**config.mk**
```make
export PLATFORM = sky130hd
export DESIGN_NAME = msc_sideband
export DESIGN_NICKNAME = d
export VERILOG_FILES = /design/src/msc_pkg.sv /design/src/msc_twi_target.sv /design/src/msc_sideband.sv
export SDC_FILE = /design/constraint.sdc
export NUM_CORES = 1
export LEC_CHECK = 0
export BUFFER_PORTS_ARGS = -buffer_cell sky130_fd_sc_hd__buf_4
export CORE_MARGIN = 4
export CORE_UTILIZATION = 62
export CTS_CLUSTER_DIAMETER = 120
export DETAILED_ROUTE_END_ITERATION = 16
export PLACE_DENSITY = 0.77
export SETUP_SLACK_MARGIN = 0.15
export SLEW_MARGIN = 30
export SYNTH_ARGS = -nofsm -noshare
export SYNTH_HDL_FRONTEND = slang
export SYNTH_HIERARCHICAL = 1
export SYNTH_SLANG_ARGS = --single-unit
```
**constraint.sdc**
```tcl
create_clock -name sys_clk -period 2.65 [get_ports sys_clk]
set_input_delay 0.53 -clock sys_clk [delete_from_list [all_inputs] [get_ports sys_clk]]
set_output_delay 0.53 -clock sys_clk [all_outputs]
set_load 0.02 [all_outputs]
```
**src/msc_pkg.sv**
```systemverilog
// Purpose: shared constants and types for the module sideband control block
// Assumes: 25 MHz system clock
// Notes: memory map content is a small flop array; offsets below are local choices
package msc_pkg;
  localparam int unsigned CLK_HZ = 25000000;
  localparam int unsigned INIT_TIME_MS = 2000;
  localparam int unsigned INIT_CYCLES = (INIT_TIME_MS * (CLK_HZ / 1000));
  localparam int unsigned RESET_MIN_CYCLES = 16;
  localparam logic [6:0] DEV_ADDR = 7'h50;
  localparam int unsigned MAP_DEPTH = 16;
  localparam logic [3:0] STATUS_OFS = 4'h2;
  localparam logic [3:0] IRQ_FLAGS_OFS = 4'h3;
  localparam logic [3:0] CONTROL_OFS = 4'h4;
  localparam int unsigned NOT_READY_BIT = 0;
  localparam int unsigned FAULT_FLAG_BIT = 0;
  localparam int unsigned RESET_DONE_FLAG_BIT = 1;
  localparam int unsigned HIGH_POWER_EN_BIT = 0;
  localparam logic [7:0] STATUS_RESET = 8'h01;
  localparam logic [7:0] CONTROL_RESET = 8'h00;
  typedef struct packed {
    logic scl_in;
    logic sda_in;
  } msc_twi_in_t;
  typedef struct packed {
    logic sda_out;
    logic sda_oe;
  } msc_twi_out_t;
  typedef enum {
    MSC_IDLE, MSC_ADDR, MSC_ADDR_ACK, MSC_WR, MSC_WR_ACK, MSC_RD, MSC_RD_ACK
  } msc_twi_state_t;
endpackage

```
**src/msc_twi_target.sv**
```systemverilog
// Purpose: two-wire bus target with byte read and write strobes
// Assumes: scl and sda already synchronous to sys_clk
// Notes: first written byte is the register pointer
`timescale 1ns/1ps
module msc_twi_target (
  input wire logic sys_clk,
  input wire logic sys_rst,
  input wire logic enable,
  input wire msc_pkg::msc_twi_in_t twi_in,
  output msc_pkg::msc_twi_out_t twi_out,
  output logic [7:0] wr_data,
  output logic wr_stb,
  output logic ptr_stb,
  output logic rd_stb,
  input wire logic [7:0] rd_data
);
  import msc_pkg::*;
  logic scl_q;
  logic sda_q;
  msc_twi_state_t state;
  logic [7:0] shift;
  logic [3:0] bitcnt;
  logic first;
  logic rw;
  wire scl_rise = twi_in.scl_in & ~scl_q;
  wire scl_fall = ~twi_in.scl_in & scl_q;
  wire start = scl_q & twi_in.scl_in & sda_q & ~twi_in.sda_in;
  wire stop = scl_q & twi_in.scl_in & ~sda_q & twi_in.sda_in;

  //////////////////////////////////////////////////////////////////////////////
  // edge history
  always_ff @(posedge sys_clk) begin
    scl_q <= sys_rst ? 1'b1 : twi_in.scl_in;
    sda_q <= sys_rst ? 1'b1 : twi_in.sda_in;
  end

  // deselect aborts the frame, so a shared bus sees no stray acknowledge
  always_ff @(posedge sys_clk) begin
    wr_stb <= 1'b0;
    ptr_stb <= 1'b0;
    rd_stb <= 1'b0;
    if (sys_rst || !enable || stop) begin
      state <= MSC_IDLE;
      twi_out <= '0;
      bitcnt <= '0;
      first <= 1'b0;
      rw <= 1'b0;
      shift <= '0;
      wr_data <= '0;
    end else if (start) begin
      state <= MSC_ADDR;
      twi_out <= '0;
      bitcnt <= '0;
    end else begin
      unique case (state)
        MSC_IDLE: ;
        MSC_ADDR, MSC_WR: begin
          if (scl_rise) begin
            shift <= {shift[6:0], twi_in.sda_in};
            bitcnt <= bitcnt + 4'h1;
          end
          if (scl_fall && bitcnt == 4'h8) begin
            bitcnt <= '0;
            if (state == MSC_ADDR) begin
              if (shift[7:1] == DEV_ADDR) begin
                rw <= shift[0];
                first <= 1'b1;
                twi_out <= '{sda_out: 1'b0, sda_oe: 1'b1};
                state <= MSC_ADDR_ACK;
              end else begin
                state <= MSC_IDLE;
              end
            end else begin
              wr_data <= shift;
              ptr_stb <= first;
              wr_stb <= ~first;
              first <= 1'b0;
              twi_out <= '{sda_out: 1'b0, sda_oe: 1'b1};
              state <= MSC_WR_ACK;
            end
          end
        end
        MSC_ADDR_ACK, MSC_WR_ACK: begin
          if (scl_fall) begin
            if (state == MSC_ADDR_ACK && rw) begin
              shift <= rd_data;
              rd_stb <= 1'b1;
              twi_out <= '{sda_out: rd_data[7], sda_oe: ~rd_data[7]};
              bitcnt <= 4'h1;
              state <= MSC_RD;
            end else begin
              twi_out <= '0;
              state <= MSC_WR;
            end
          end
        end
        MSC_RD: begin
          if (scl_fall) begin
            if (bitcnt == 4'h8) begin
              twi_out <= '0;
              state <= MSC_RD_ACK;
            end else begin
              twi_out <= '{sda_out: shift[7 - bitcnt[2:0]], sda_oe: ~shift[7 - bitcnt[2:0]]};
              bitcnt <= bitcnt + 4'h1;
            end
          end
        end
        MSC_RD_ACK: begin
          if (scl_rise && twi_in.sda_in) begin
            state <= MSC_IDLE;
          end else if (scl_fall) begin
            shift <= rd_data;
            rd_stb <= 1'b1;
            twi_out <= '{sda_out: rd_data[7], sda_oe: ~rd_data[7]};
            bitcnt <= 4'h1;
            state <= MSC_RD;
          end
        end
      endcase
    end
  end

  ack_needs_select_a: assert property (@(posedge sys_clk) disable iff (sys_rst)
    twi_out.sda_oe |-> $past(enable)) else $error("sda driven while deselected");
endmodule // msc_twi_target

```
**src/msc_sideband.sv**
```systemverilog
// Purpose: sideband control of a pluggable four-lane module
// Assumes: all pins synchronous to sys_clk; open-drain scl and sda split in three signals, interrupt in two
// Notes: memory map is a small flop array behind the two-wire target
//
// Operation
// - answer bus only while select low
// - filtered long reset low restores defaults
// - completion pulls interrupt, clears not-ready
// - power-up posts completion without reset pulse
// - low-power select caps power
// - presence line tied low when inserted
// - interrupt low on fault or completion flag
// - interrupt only pulled low or released
// - fully functional within 2000 ms
`timescale 1ns/1ps
module msc_sideband #(
  parameter int unsigned INIT_CYC = msc_pkg::INIT_CYCLES,
  parameter int unsigned RST_MIN = msc_pkg::RESET_MIN_CYCLES
) (
  input wire logic sys_clk,
  input wire logic sys_rst,
  input wire logic module_select_n,
  input wire logic module_reset_n,
  input wire logic low_power_select,
  input wire logic fault_event,
  input wire msc_pkg::msc_twi_in_t twi_in,
  output msc_pkg::msc_twi_out_t twi_out,
  output logic scl_out,
  output logic scl_oe,
  output logic module_present_n,
  output logic interrupt_n_out,
  output logic interrupt_n_oe,
  output logic high_power_allowed,
  output logic init_done
);
  import msc_pkg::*;

  // refuse timings that the counters cannot serve
  if (INIT_CYC < 2 || RST_MIN < 1) begin : g_bad_timing
    $error("msc_sideband: bad timing parameters");
  end

  logic [7:0] map [MAP_DEPTH];
  logic [3:0] ptr;
  logic [31:0] init_cnt;
  logic [31:0] low_cnt;
  logic soft_reset;
  logic initializing;
  logic irq;
  logic sel;
  logic [7:0] wr_data;
  logic wr_stb;
  logic ptr_stb;
  logic rd_stb;
  msc_twi_out_t tw;

  //////////////////////////////////////////////////////////////////////////////
  // bus target, held idle unless selected
  always_ff @(posedge sys_clk) begin
    sel <= sys_rst ? 1'b0 : (~module_select_n & ~initializing);
  end

  msc_twi_target u_twi (
    .sys_clk(sys_clk),
    .sys_rst(sys_rst | soft_reset),
    .enable(sel),
    .twi_in(twi_in),
    .twi_out(tw),
    .wr_data(wr_data),
    .wr_stb(wr_stb),
    .ptr_stb(ptr_stb),
    .rd_stb(rd_stb),
    .rd_data(map[ptr])
  );

  // registered copy so the top outputs come from flops; adds one cycle of sda lag
  always_ff @(posedge sys_clk) begin
    twi_out <= sys_rst ? '0 : (sel ? tw : '0);
    scl_out <= 1'b0;
    scl_oe <= 1'b0;
  end

  //////////////////////////////////////////////////////////////////////////////
  // reset filter: only a low held longer than RST_MIN cycles counts
  always_ff @(posedge sys_clk) begin
    if (sys_rst || module_reset_n) begin
      low_cnt <= '0;
      soft_reset <= 1'b0;
    end else if (low_cnt < RST_MIN) begin
      // saturates at RST_MIN, so a long hold cannot wrap the count
      low_cnt <= low_cnt + 32'h1;
    end else begin
      soft_reset <= 1'b1;
    end
  end

  // init timer runs after power-up and after each accepted reset
  always_ff @(posedge sys_clk) begin
    if (sys_rst || soft_reset) begin
      init_cnt <= '0;
      initializing <= 1'b1;
    end else if (initializing) begin
      if (init_cnt == INIT_CYC - 1) begin
        initializing <= 1'b0;
      end
      init_cnt <= init_cnt + 32'h1;
    end
  end

  // map decode shared by the write paths
  function automatic logic map_hit(input logic [3:0] at, input logic [3:0] ofs);
    return at == ofs;
  endfunction

  //////////////////////////////////////////////////////////////////////////////
  // memory map; hardware sets win over host clears
  always_ff @(posedge sys_clk) begin
    if (sys_rst || soft_reset) begin
      for (int i = 0; i < MAP_DEPTH; i++) begin
        map[i] <= 8'h00;
      end
      map[STATUS_OFS] <= STATUS_RESET;
      map[CONTROL_OFS] <= CONTROL_RESET;
      ptr <= '0;
    end else begin
      if (ptr_stb) begin
        ptr <= wr_data[3:0];
      end else if (wr_stb || rd_stb) begin
        // pointer wraps at the map end, so long reads roll over to offset 0
        ptr <= ptr + 4'h1;
      end
      if (wr_stb && map_hit(ptr, CONTROL_OFS)) begin
        map[CONTROL_OFS] <= wr_data;
      end
      if (wr_stb && map_hit(ptr, IRQ_FLAGS_OFS)) begin
        map[IRQ_FLAGS_OFS] <= map[IRQ_FLAGS_OFS] & ~wr_data; // write one to clear
      end
      if (initializing && init_cnt == INIT_CYC - 1) begin
        map[STATUS_OFS][NOT_READY_BIT] <= 1'b0;
        map[IRQ_FLAGS_OFS][RESET_DONE_FLAG_BIT] <= 1'b1;
      end
      if (fault_event) begin
        map[IRQ_FLAGS_OFS][FAULT_FLAG_BIT] <= 1'b1;
      end
    end
  end

  //////////////////////////////////////////////////////////////////////////////
  // interrupt and level pins
  always_ff @(posedge sys_clk) begin
    irq <= sys_rst ? 1'b0 : (map[IRQ_FLAGS_OFS] != 8'h00);
    // presence and interrupt data are constant lows; only the enable moves
    interrupt_n_out <= 1'b0;
    interrupt_n_oe <= sys_rst ? 1'b0 : irq;
    module_present_n <= 1'b0;
    init_done <= sys_rst ? 1'b0 : ~initializing;
  end

  // high power only when host allows it by pin and by control bit
  always_ff @(posedge sys_clk) begin
    high_power_allowed <= sys_rst ? 1'b0 :
      (~low_power_select & map[CONTROL_OFS][HIGH_POWER_EN_BIT] & ~initializing);
  end

  //////////////////////////////////////////////////////////////////////////////
  // checks
  done_irq_a: assert property (@(posedge sys_clk) disable iff (sys_rst)
    $fell(initializing) |-> ##2 interrupt_n_oe) else $error("no completion interrupt");
  not_ready_a: assert property (@(posedge sys_clk) disable iff (sys_rst)
    $fell(initializing) |-> map[STATUS_OFS][NOT_READY_BIT] == 1'b0) else $error("not-ready stuck");
  reset_filter_a: assert property (@(posedge sys_clk) disable iff (sys_rst)
    soft_reset |-> !$past(module_reset_n) && low_cnt >= RST_MIN) else $error("short pulse reset");
  reset_default_a: assert property (@(posedge sys_clk) disable iff (sys_rst)
    soft_reset |=> map[CONTROL_OFS] == CONTROL_RESET && initializing) else $error("no default");
  low_power_a: assert property (@(posedge sys_clk) disable iff (sys_rst)
    low_power_select |=> !high_power_allowed) else $error("power cap ignored");
  deselect_quiet_a: assert property (@(posedge sys_clk) disable iff (sys_rst)
    module_select_n [*3] |-> !twi_out.sda_oe) else $error("answered while deselected");
  present_low_a: assert property (@(posedge sys_clk) disable iff (sys_rst)
    !module_present_n && !interrupt_n_out) else $error("pin driven high");
  fault_irq_a: assert property (@(posedge sys_clk) disable iff (sys_rst)
    fault_event && !soft_reset |-> ##3 interrupt_n_oe) else $error("fault not signalled");
  init_bound_a: assert property (@(posedge sys_clk) disable iff (sys_rst)
    $rose(init_done) |-> $past(init_cnt) == INIT_CYC) else $error("init done early");

  // bus stays quiet through init; map writes land where the pointer says
  init_quiet_a: assert property (@(posedge sys_clk) disable iff (sys_rst)
    initializing [*3] |-> !twi_out.sda_oe) else $error("answered during init");
  select_gate_a: assert property (@(posedge sys_clk) disable iff (sys_rst)
    module_select_n |=> !sel) else $error("select gate open");
  ptr_step_a: assert property (@(posedge sys_clk) disable iff (sys_rst)
    (wr_stb || rd_stb) && !soft_reset |=> ptr == $past(ptr) + 4'h1) else $error("pointer not stepped");
  ptr_load_a: assert property (@(posedge sys_clk) disable iff (sys_rst)
    ptr_stb && !soft_reset |=> ptr == $past(wr_data[3:0])) else $error("pointer not loaded");
  ctrl_write_a: assert property (@(posedge sys_clk) disable iff (sys_rst)
    wr_stb && map_hit(ptr, CONTROL_OFS) && !soft_reset |=> map[CONTROL_OFS] == $past(wr_data))
    else $error("control write lost");

  // reset filter and init timing as seen at low_cnt, the status map and init_done
  low_count_a: assert property (@(posedge sys_clk) disable iff (sys_rst)
    !module_reset_n |=> low_cnt == $past(low_cnt) + 32'h1 || low_cnt == RST_MIN) else $error("low count slip");
  reset_quiet_a: assert property (@(posedge sys_clk) disable iff (sys_rst)
    soft_reset |=> ##1 !init_done) else $error("init done through reset");
  not_ready_hold_a: assert property (@(posedge sys_clk) disable iff (sys_rst)
    initializing |-> map[STATUS_OFS][NOT_READY_BIT]) else $error("ready during init");

  // interrupt pin follows the flags two flops later; set beats clear
  irq_follows_a: assert property (@(posedge sys_clk) disable iff (sys_rst)
    interrupt_n_oe == ($past(map[IRQ_FLAGS_OFS], 2) != 8'h00)) else $error("interrupt off flags");
  fault_set_a: assert property (@(posedge sys_clk) disable iff (sys_rst)
    fault_event && !soft_reset |=> map[IRQ_FLAGS_OFS][FAULT_FLAG_BIT]) else $error("fault flag lost");
  power_enable_a: assert property (@(posedge sys_clk) disable iff (sys_rst)
    !low_power_select && map[CONTROL_OFS][HIGH_POWER_EN_BIT] && !initializing |=> high_power_allowed)
    else $error("high power withheld");

  init_c: cover property (@(posedge sys_clk) $fell(initializing));
  rst_c: cover property (@(posedge sys_clk) soft_reset);
  wr_c: cover property (@(posedge sys_clk) wr_stb);
  rd_c: cover property (@(posedge sys_clk) rd_stb);
  flt_c: cover property (@(posedge sys_clk) fault_event);
endmodule // msc_sideband

```
== Word-level counts from Yosys, hierarchy flattened ==
Memory sizes are Yosys's and may differ from the RTL's. A register that Yosys moved wholly into a read port is not among the register bits.
Index checks and enable logic that the tools add are counted.

* Memories kept: 1
* Flip-flop bits (word level): 138
* Bits in writable memories: 128
* Word-level logic and storage cells: 202
* Input port bits: 8
* Output and inout port bits: 9

{| class="wikitable"
|+ Memories
! name !! words !! bits a word !! rd ports !! clocked after Yosys merged registers in !! write ports !! line !! text
|-
| map || 16 || 8 || 3 || 1 || 16 || msc_sideband.sv:43 || <nowiki>logic [7:0] map [MAP_DEPTH];</nowiki>
|}

* Equal/unequal tests: 31
* Bitwise logic cells: 35
* Reduce and logical (&&, ||, !) cells: 30
* Order comparisons: 2
* Mux-type cells: 72
* Add/sub/neg operators: 5

{| class="wikitable"
|+ Operators by type and width
! kind !! number
|-
| $mux W32 || 6
|-
| $eq A32 B3 Y1 const B || 4
|-
| $pmux W32 S4 || 1
|-
| $eq A32 B2 Y1 const B || 3
|-
| $mux W8 || 9
|-
| $add A32 B1 Y32 const B || 2
|-
| $mux W4 || 12
|-
| $eq A32 B1 Y1 const B || 1
|-
| $eq A32 B26 Y1 const B || 1
|-
| $lt A32 B4 Y1 const B || 1
|-
| $lt A32 B5 Y1 const B || 1
|-
| $mux W1 || 27
|-
| $pmux W8 S3 || 1
|-
| $mux W2 || 10
|-
| $ne A3 B1 Y1 const B || 6
|-
| $pmux W4 S4 || 1
|-
| $not A1 Y1 || 15
|-
| $ne A2 B1 Y1 const B || 7
|-
| $reduce_and A7 Y1 || 2
|-
| $reduce_and A6 Y1 || 2
|-
| $and A1 B1 Y1 || 10
|-
| $add A4 B1 Y4 const B || 2
|-
| $and A8 B8 Y8 || 1
|-
| $not A8 Y8 || 1
|-
| 26 further kinds || 49
|}

== Logic depth before layout (Yosys ltp) ==
Gate-level depths: netlist (run 1).

* Depth in word-level cells: 7
* Depth in mapped cells: 9
* Depth with buffers taken out: 8

== Modules after synthesis ==
Netlist (run 1), hierarchy kept.

{| class="wikitable"
|+ Modules (own cells, without submodules)
! module !! area each (um2) !! cells each !! sequential area each (um2) !! instances
|-
| msc_sideband || 4076.4 || 416 || 2132.0 || 1
|-
| msc_twi_target || 1730.4 || 200 || 640.6 || 1
|}

== Worst setup path before layout (run 1) ==
OpenSTA, ideal clock, no wires.

* Path kind: flip-flop to flip-flop
* From: register init_cnt[2]
* To: register init_cnt[25]
* Period minus slack after synthesis: 1.980 ns
* Setup time: 0.071 ns
* Required time: 2.579 ns
* Slack: 0.670 ns
* Cell stages (with the launch flop): 7
* Arrival time: 1.909 ns
* Buffers on the path: 2
* Cells stage by stage: dfxtp_1 > nand4_2 > buf_6 > or4_1 > buf_2 > or4_1 > a21oi_1

* Longest elaborated chain between the ends: 1

{| class="wikitable"
|+ RTL lines
! item !! line !! text
|-
| start: declaration || msc_sideband.sv:45 || <nowiki>logic [31:0] init_cnt;</nowiki>
|-
| start signal: assignment || msc_sideband.sv:106 || <nowiki>init_cnt <= init_cnt + 32'h1;</nowiki>
|-
| $add A32 B1 Y32 || msc_sideband.sv:106 ||
|}

No other way between the ends.
A chain may end at the register's enable or synchronous reset.

== Worst setup path after layout (run 1) ==
* From: register u_twi.state[2]
* To: register u_twi.shift[6]

* Longest elaborated chain between the ends: 4
* Elaborated cells between the ends (all ways): 17
* Classes of those cells: 11 x eq/ne; 1 x mux; 5 x reduce/logical

{| class="wikitable"
|+ RTL lines
! item !! line !! text
|-
| start: declaration || msc_twi_target.sv:20 || <nowiki>msc_twi_state_t state;</nowiki>
|-
| start signal: assignment || msc_twi_target.sv:43 || <nowiki>state <= MSC_IDLE;</nowiki>
|-
| start signal: assignment || msc_twi_target.sv:51 || <nowiki>state <= MSC_ADDR;</nowiki>
|-
| start signal: assignment || msc_twi_target.sv:69 || <nowiki>state <= MSC_ADDR_ACK;</nowiki>
|-
| $eq A32 B1 Y1, or another cell as far along || msc_twi_target.sv:55 || <nowiki>unique case (state)</nowiki>
|-
| $reduce_or A2 Y1 or $logic_and A1 B1 Y1 (tied branches) || msc_twi_target.sv:55, msc_twi_target.sv:85 ||
|-
| $ne A2 B1 Y1 (no line) or $reduce_bool A3 Y1 (tied branches) || -- ||
|-
| $reduce_and A7 Y1 (no line) || -- ||
|-
| end signal: assignment || msc_twi_target.sv:59 || <nowiki>shift <= {shift[6:0], twi_in.sda_in};</nowiki>
|-
| end signal: assignment || msc_twi_target.sv:86 || <nowiki>shift <= rd_data;</nowiki>
|-
| end signal: assignment || msc_twi_target.sv:112 || <nowiki>shift <= rd_data;</nowiki>
|-
| end: declaration || msc_twi_target.sv:21 || <nowiki>logic [7:0] shift;</nowiki>
|}

Parallel ways exist; a longest one is shown, timed or not.

==> qor.txt, run 1 <==
HP Class -> input pin to flip-flop
Initial antenna violation count -> 0
Post-synth EDFFs -> 17
Core area -> 9200 um2
Most used flip-flop cell after synthesis -> dfxtp_1
Post-route antenna net violation count -> 0
Part of the power in the clock network -> 0.513
Max VDD drop -> 410 uV
Register share of total power -> 0.467
Worst Max-Slew Pin Slew -> 0.717 ns
Vias in the first global route -> 4541
Diodes inserted -> 0
Critical path arrival -> 2.63 ns
Die width -> 105 um
DRC Markers -> 0
CP endpoint kind -> flip-flop
Final Slew Violations -> 0
Clock transition at path regs -> 0.06 ns
Num rows -> 35
Hold Buf Count CTS -> 0
Reg2reg path depth -> 5
CTS resizes -> 0
Critical Path Source -> u_twi/state[2]
Routability cong. -> 0.898
Switching share of power -> 0.218
Post-synthesis sequential area ratio -> 0.477
Period utilization -> 0.842
CTS tree -> yes
Fraction of layout cells with a size suffix above 1 -> 0.108
Root Driver -> clkbuf_8
Largest net degree at the start of global routing -> 30
I/O Buffers -> 12
Fin util -> 0.706
Congestion Overflow GR -> 0
Reg-to-reg critical path startpoint -> u_twi/state[2]
Final Instance Area -> 6490 um2
Skew final -> 0.00629 ns
Critical path type -> flip-flop to flip-flop
Sum Neg Setup Slack -> 0 ns
Comb power frac -> 0.021
Fillers -> 696
CP Max Fanout -> 16
Tot GR Track Use -> 0.242
Highest clock rate -> 0.448 GHz
Min Tclk post-route -> 2.23 ns
R2r endpoint -> u_twi/shift[6]
WP data required -> 3.05 ns
Final #Nets -> 637
Ys async rst share -> 0
Drt first pass iters -> 5
Die Y -> 105 um
Internal Pwr Total -> 3.40 mW
Max transition margin -> 0.521
Htree depth -> 4
DRT iter0 DRCs -> 246
Starting Density -> 0.631
Clock tree sinks -> 130
Net switching power -> 0.947 mW
Post-CTS setup buffer count -> 0
Cell Area, Placed -> 5930 um2
Synthesized area -> 5810 um2
Total power -> 4.35 mW
Commonest non-fill, non-tap cell in the layout -> dfxtp_1
Die area -> 11000 um2
Final count of negative-setup-slack endpoints -> 0
Leakage power -> 2.29 nW
Pwr/cell area -> 670 nW/um2
I/O pin total -> 17
R2R Setup Slk -> 0.42 ns
Clk_lat worst skew -> 0.52 ns
FF+latch count, synth -> 130
Wirelength per Cell -> 16.8 um
Total CTS buffers -> 17
Critical path destination -> u_twi/shift[6]
Max cap viols -> 0
Syn Area/Cell -> 9.43 um2
Clock Path Buffers -> 2
Final WL -> 12500 um
Hold Vio Cnt, Final -> 0
Unrepaired setup endpoints after global routing -> false
Area growth syn-to-layout -> 11.8%
Vias per cell -> 6.18
YS warnings -> 6
Outcome -> finished clean
DP HPWL -> 8430 um
Netlist cell types -> 66
Via count -> 4617
Mapped Cells -> 616
Startpoint Class -> flip-flop
Most frequent cells in the layout -> dfxtp_1, nor2_1, nand2_1, and2_1, a21oi_1
First-pass GRT wire length -> 21700 um
==> synthesized netlist by cell type, drive strengths merged, types with 3 or more instances <==
library cell / number / share of area
xor2: 5 / 0.0075
and2: 36 / 0.039
nand3b: 3 / 0.0039
clkbuf: 14 / 0.0090
a21o: 3 / 0.0041
a21oi: 27 / 0.024
xnor2: 9 / 0.014
nor3: 10 / 0.0086
o311ai: 5 / 0.0075
o41ai: 4 / 0.0060
inv: 14 / 0.0090
nor2b: 6 / 0.0065
o31ai: 11 / 0.014
and4: 6 / 0.0090
buf: 19 / 0.021
nand2: 47 / 0.030
nor2: 61 / 0.040
or2: 5 / 0.0054
and3: 5 / 0.0054
nor4b: 5 / 0.0075
edfxtp: 17 / 0.088
a31oi: 4 / 0.0043
ha: 6 / 0.013
a22oi: 7 / 0.0090
nor3b: 9 / 0.012
nor4: 17 / 0.018
dfxtp: 113 / 0.39
or4: 15 / 0.019
a311oi: 9 / 0.014
nand4: 15 / 0.017
and3b: 3 / 0.0045
nand4b: 3 / 0.0045
o21ai: 23 / 0.020
nand2b: 4 / 0.0043
nand3: 15 / 0.013
mux2i: 21 / 0.036
or3: 16 / 0.017
==> flip-flops by register name (all words and copies together) (netlist names), 2 cells and up, named ones only <==
name,flops
u_twi/shift,8
u_twi/wr_data,8
map,17
u_twi/twi_out,2
twi_out,2
init_cnt,32
u_twi/bitcnt,4
ptr,4
low_cnt,32
u_twi/state,3
==> cell type report <==
type | count | area, um2 | share of cell area
clock buffers | 18 | 428 | 0.0659
well taps | 111 | 139 | 0.0214
flip-flops and latches | 130 | 2770 | 0.427
repair buffers | 18 | 135 | 0.0208
multi-input cells | 442 | 2830 | 0.436
inverters | 14 | 52.6 | 0.00809
clock inverters | 14 | 136 | 0.0210
==> cells by family after synthesis <==
family	count (synthesis)	share of synthesized area
simple gates	287	0.275
flops	130	0.477
compound gates	107	0.126
buf+inv	47	0.0388
mux	24	0.0472
xor+xnor	14	0.0211
fa+ha+maj	6	0.0129
other cells	1	0.000646
==> routing by layer <==
metal,vias up,track usage,wire [um],part of all wire
met1,2202,0.307,5570,0.44
met2,117,0.396,6160,0.49
met3,22,0.0636,565,0.045
li1,2276,-,-,-
met4,0,0.0900,236,0.019
met5,-,0,0,0
==> critical path: stages (launching register included) <==
cell	delay, ns
dfxtp_1	0.61
o21ba_2	0.36
nand2_1	0.13
a21oi_2	0.57
nor2_1	0.12
a311oi_1	0.33
==> worst min path at each step <==
stage	start	slack (ns)	end	cells after the start
global route	module_select_n	0.14	sel	2
floorplan	u_twi/first	0.41	u_twi/wr_stb	1
detailed placement	low_cnt[22]	0.44	low_cnt[22]	1
global placement	low_cnt[5]	0.44	low_cnt[5]	1
finish	module_select_n	0.17	sel	2
CTS	low_power_select	0.15	high_power_allowed	2
==> through the flow <==
stage	worst slack [ns]	std cells	hold WS, ns
floorplan	0.670	619	0.414
CTS	0.437	747	0.155
global placement	0.506	715	0.442
detailed placement	0.345	715	0.444
finish	0.419	747	0.173
global route	0.194	747	0.144
==> power groups by stage <==
stage          Sequential (mW)  Clock (mW)  Combinational (mW)
2_1_floorplan             2.07           0              0.0642
3_3_place_gp              2.07           0              0.0870
3_5_place_dp              2.07           0              0.0892
4_1_cts                   2.03        2.25              0.0899
5_1_grt                   2.03        2.36               0.100
6_report                  2.03        2.23              0.0899
Power figures use the tool's default switching activity.
==> inputs of run 2 (changes only) <==
Settings changed: CORE_UTILIZATION 62 to 56, PLACE_DENSITY 0.77 to 0.74.
Clock period 2.65 ns to 1.8 ns, I/O delays scaled along.
==> run 2 against run 1 <==
Against the previous run: the flow now finishes with violations (negative setup slack); register-to-register slack worse by 0.46 ns; via count up 18%; clock power up 57%; power up 54%; setup slack worse by 0.46 ns; critical path type unchanged; largest cell class unchanged; largest power group unchanged.
==> qor.txt, run 2 (synthesized netlist as in run 1, its figures left out) <==
Outcome -> finished with violations
Failing checks -> negative setup slack
Final Slew Violations -> 0
Fraction of layout cells with a size suffix above 1 -> 0.393
Max cap viols -> 0
First-pass GRT wire length -> 24900 um
Die Y -> 110 um
Vias in the first global route -> 5162
Routed wl met3 -> 918 um
Internal Pwr Total -> 5.17 mW
Clock transition at path regs -> 0.06 ns
Die width -> 110 um
CP delay by family, top -> simple AND/OR/NAND/NOR gates
Root Driver -> clkbuf_8
DP HPWL -> 9450 um
Area growth syn-to-layout -> 41.1%
Final count of negative-setup-slack endpoints -> 6
CP Max Fanout -> 4
Final WL -> 17000 um
CTS tree -> yes
HP Class -> input pin to flip-flop
Critical path type -> flip-flop to flip-flop
Num rows -> 36
Met2 WL -> 8640 um
Worst hold slack -> 0.101 ns
I/O pin total -> 17
CP endpoint kind -> flip-flop
# placed instances -> 789
DRT iter0 DRCs -> 470
Clock tree sinks -> 130
Fillers -> 561
Critical path arrival -> 2.30 ns
Total CTS buffers -> 17
Routability cong. -> 0.934
Starting Density -> 0.583
Max incr delay on CP -> 0.51 ns
Critical path buffers and inverters -> 1
Startpoint Class -> flip-flop
Net switching power -> 1.52 mW
Diodes inserted -> 0
Worst Max-Slew Pin Slew -> 0.675 ns
Switching share of power -> 0.227
Via count -> 5426
DR top layer -> met4
Core area -> 9950 um2
Final Worst Setup Slack -> -0.0373 ns
Part of the power in the clock network -> 0.525
Min Tclk post-route -> 1.84 ns
R2R Setup Slk -> -0.04 ns
WL met1 -> 6660 um
I/O Buffers -> 12
Total power -> 6.68 mW
Die area -> 12100 um2
Drt first pass iters -> 5
Largest regs -> init_cnt (32), low_cnt (32), map (17)
Most frequent cells in the layout -> dfxtp_1, buf_4, nor2_1, nand2_1, and2_1
Pwr/cell area -> 816 nW/um2
Commonest non-fill, non-tap cell in the layout -> dfxtp_1
Slowest CP cell -> or4_4
Reg area -> 2820 um2
Non-filler cells in the finished layout -> 864
Wirelength per Cell -> 19.6 um
Max VDD drop -> 712 uV
Final #Nets -> 732
Worst path cell trace -> ha_4 > nand2_4 > or4_4 > buf_6 > or4_4 > a21oi_2
Hold Vio Cnt, Final -> 0
Congestion Overflow GR -> 0
Area of the multi-input gates -> 3580 um2
Cell mode on critical path -> or4_4
Htree depth -> 4
Highest clock rate -> 0.544 GHz
WP data required -> 2.26 ns
Comb power frac -> 0.030
DRC Markers -> 0
Period utilization -> 1.02
Largest net degree at the start of global routing -> 34
Tot GR Track Use -> 0.264
Register share of total power -> 0.445
Vias per cell -> 6.28
Clock Path Buffers -> 2
Clk_lat worst skew -> 0.53 ns
Skew final -> 0.00759 ns
Unrepaired setup endpoints after global routing -> true
Post-route antenna net violation count -> 0
Initial antenna violation count -> 0
Max transition margin -> 0.550
Leakage power -> 3.05 nW
==> run 2: what timing repair did <==
item / 4_1_cts / 5_1_grt
gates resized for setup: 78 / 101
pin swaps: 36 / 47
setup buffers: 19 / 20
endpoints found under the hold margin: 1 / 1
hold buffers: 1 / 1
gates cloned: 1 / 1
endpoints found under the setup margin: 54 / 68
==> run 2: area by class of cell <==
class	instances	share of cell area
tap	133	0.0203
clock buffer	18	0.0510
clock inverter	14	0.0220
multi-input combinational	442	0.437
sequential	130	0.344
timing repair buffer	113	0.119
inverter	14	0.00672
==> run 2: path summary, 6_finish.rpt <==
kind	startpoint	endpoint	depth (start not counted)
worst max-delay path	init_cnt[0]	init_cnt[24]	6
worst min-delay path	twi_in[0]	u_twi/sda_q	2
worst min register to register	irq	interrupt_n_oe	1
worst max register to register	init_cnt[0]	init_cnt[24]	6
==> run 2: power groups by stage <==
stage          clock network, mW  registers [mW]  logic (mW)
3_3_place_gp                   0            3.05       0.148
6_report                    3.51            2.98       0.198
5_1_grt                     3.68            2.98       0.213
3_5_place_dp                   0            3.05       0.153
2_1_floorplan                  0            3.04      0.0957
4_1_cts                     3.51            2.98       0.177
==> run 2: per-stage QoR <==
stage          utilization  setup WS, ns  cell area (um2)  TNS, ns
2_1_floorplan            -        0.0188             5910        0
3_3_place_gp         0.647        0.0201             6440        0
3_5_place_dp         0.647       -0.0435             6440  -0.0542
4_1_cts              0.756       -0.0161             7530  -0.0488
5_1_grt              0.823        -0.147             8200    -2.35
6_report             0.823       -0.0373             8200   -0.129
==> run 2: layer usage <==
layer,vias up,GRT usage
met2,230,0.436
met3,65,0.0587
met5,-,0
met1,2660,0.315
li1,2471,-
met4,0,0.154
==> inputs of run 3 (changes only) <==
Settings changed: PLACE_DENSITY 0.74 to 0.82.
==> run 3 against run 2 <==
Against the previous run: the flow still finishes with violations (negative setup slack); final area fell by 3.1%; critical path depth fell by 1; clock power fell by 1%; global-route usage barely moved; register-to-register slack got worse by 0.10 ns; cell count fell by 1.4%; sequential share of layout area rose by 1.1 points; via count rose by 0.50%; setup slack got worse by 0.10 ns; largest cell class unchanged; maximum frequency fell by 5.2%.
==> qor.txt, run 3 (synthesized netlist as in run 1, its figures left out) <==
Cell Area, Placed -> 6390 um2
Net switching power -> 1.61 mW
I/O Buffers -> 12
Clock tree sinks -> 130
First-pass GRT wire length -> 25000 um
Highest clock rate -> 0.516 GHz
DRT iter0 DRCs -> 506
Htree depth -> 4
HP Class -> input pin to flip-flop
DRC Markers -> 0
Startpoint Class -> flip-flop
Final Instance Area -> 7940 um2
# placed instances -> 785
Period utilization -> 1.08
WP data required -> 2.23 ns
Wirelength per Cell -> 20.9 um
Routability cong. -> 0.935
Starting Density -> 0.583
Final WL -> 17800 um
Initial antenna violation count -> 0
Num rows -> 36
Via count -> 5453
Internal Pwr Total -> 5.02 mW
Non-filler cells in the finished layout -> 852
CTS tree -> yes
Skew final -> 0.00958 ns
CP endpoint kind -> flip-flop
Core area -> 9950 um2
Die Y -> 110 um
Root Driver -> clkbuf_8
Max VDD drop -> 773 uV
Fraction of layout cells with a size suffix above 1 -> 0.356
Tot GR Track Use -> 0.264
Clk_lat worst skew -> 0.52 ns
Die area -> 12100 um2
Commonest non-fill, non-tap cell in the layout -> dfxtp_1
Vias per cell -> 6.40
Die width -> 110 um
Largest net degree at the start of global routing -> 34
Total CTS buffers -> 17
Comb power frac -> 0.029
Final Slew Violations -> 0
Switching share of power -> 0.243
Most frequent cells in the layout -> dfxtp_1, buf_4, nor2_1, nand2_1, and2_1
Unrepaired setup endpoints after global routing -> true
Outcome -> finished with violations
Diodes inserted -> 0
Max cap viols -> 0
Area growth syn-to-layout -> 36.7%
Sum Neg Setup Slack -> -0.677 ns
DP HPWL -> 9410 um
CP Max Fanout -> 7
Largest regs -> init_cnt (32), low_cnt (32), map (17)
Clock Path Buffers -> 2
Critical path arrival -> 2.37 ns
Vias in the first global route -> 5114
Post-route antenna net violation count -> 0
Drt first pass iters -> 8
Final count of negative-setup-slack endpoints -> 10
Part of the power in the clock network -> 0.521
Leakage power -> 2.97 nW
Min Tclk post-route -> 1.94 ns
Hold Vio Cnt, Final -> 0
Setup WS pre-CTS -> -0.155 ns
Max transition margin -> 0.536
Clock transition at path regs -> 0.07 ns
Critical path type -> flip-flop to flip-flop
Final Worst Setup Slack -> -0.139 ns
Final #Nets -> 720
Pwr/cell area -> 835 nW/um2
Register share of total power -> 0.450
Worst hold slack -> 0.104 ns
Congestion Overflow GR -> 0
I/O pin total -> 17
Worst Max-Slew Pin Slew -> 0.695 ns
Failing checks -> negative setup slack
==> run 3: area by class of cell <==
| type | instances | area, um2 |
|---|---|---|
| fill | 551 | 2020 |
| sequential | 130 | 2820 |
| inverter | 14 | 55.1 |
| clock buffer | 18 | 439 |
| clock inverter | 14 | 155 |
| tap | 133 | 166 |
| multi-input combinational | 443 | 3470 |
| timing repair buffer | 100 | 827 |
==> run 3: path summary, 6_finish.rpt <==
path | startpoint | end | slack (ns) | cells past startpoint
setup reg to reg | init_cnt[3] | init_cnt[27] | -0.14 | 5
hold / removal | twi_in[0] | u_twi/sda_q | 0.10 | 2
hold reg to reg | irq | interrupt_n_oe | 0.47 | 1
setup / recovery | init_cnt[3] | init_cnt[27] | -0.14 | 5
==> run 3: per-stage QoR <==
stage,power [mW],util
after floorplan,3.14,-
after global placement,3.19,0.641
after detailed placement,3.20,0.642
after CTS,6.60,0.746
after global routing,6.82,0.798
final,6.63,0.798
==> run 3: what timing repair did <==
item / CTS / global route
endpoints found under the setup margin: 52 / 67
hold buffers: 2 / 0
gates cloned: 1 / 1
pin swaps: 32 / 28
resized for setup: 72 / 82
setup buffers: 13 / 18
hold endpoints to repair: 2 / 0
==> run 3: metal layers <==
| metal | vias up | track usage | part of all wire |
|---|---|---|---|
| met5 | - | 0 | 0 |
| met4 | 0 | 0.107 | 0.048 |
| met3 | 88 | 0.0575 | 0.066 |
| met2 | 314 | 0.464 | 0.51 |
| met1 | 2607 | 0.312 | 0.38 |
| li1 | 2444 | - | - |
==> run 3: critical path, cell delays in order (launching register included) <==
cell	delay [ns]
dfxtp_2	0.35
nand4_4	0.15
buf_6	0.16
or4_4	0.57
or4_1	0.41
a21oi_1	0.21
==> run 3: power groups by stage <==
| stage | Combinational, mW | Clock, mW | Sequential (mW) |
|---|---|---|---|
| 2_1_floorplan | 0.0957 | 0 | 3.04 |
| 3_3_place_gp | 0.146 | 0 | 3.05 |
| 3_5_place_dp | 0.154 | 0 | 3.05 |
| 4_1_cts | 0.170 | 3.45 | 2.98 |
| 5_1_grt | 0.206 | 3.64 | 2.98 |
| 6_report | 0.192 | 3.46 | 2.98 |
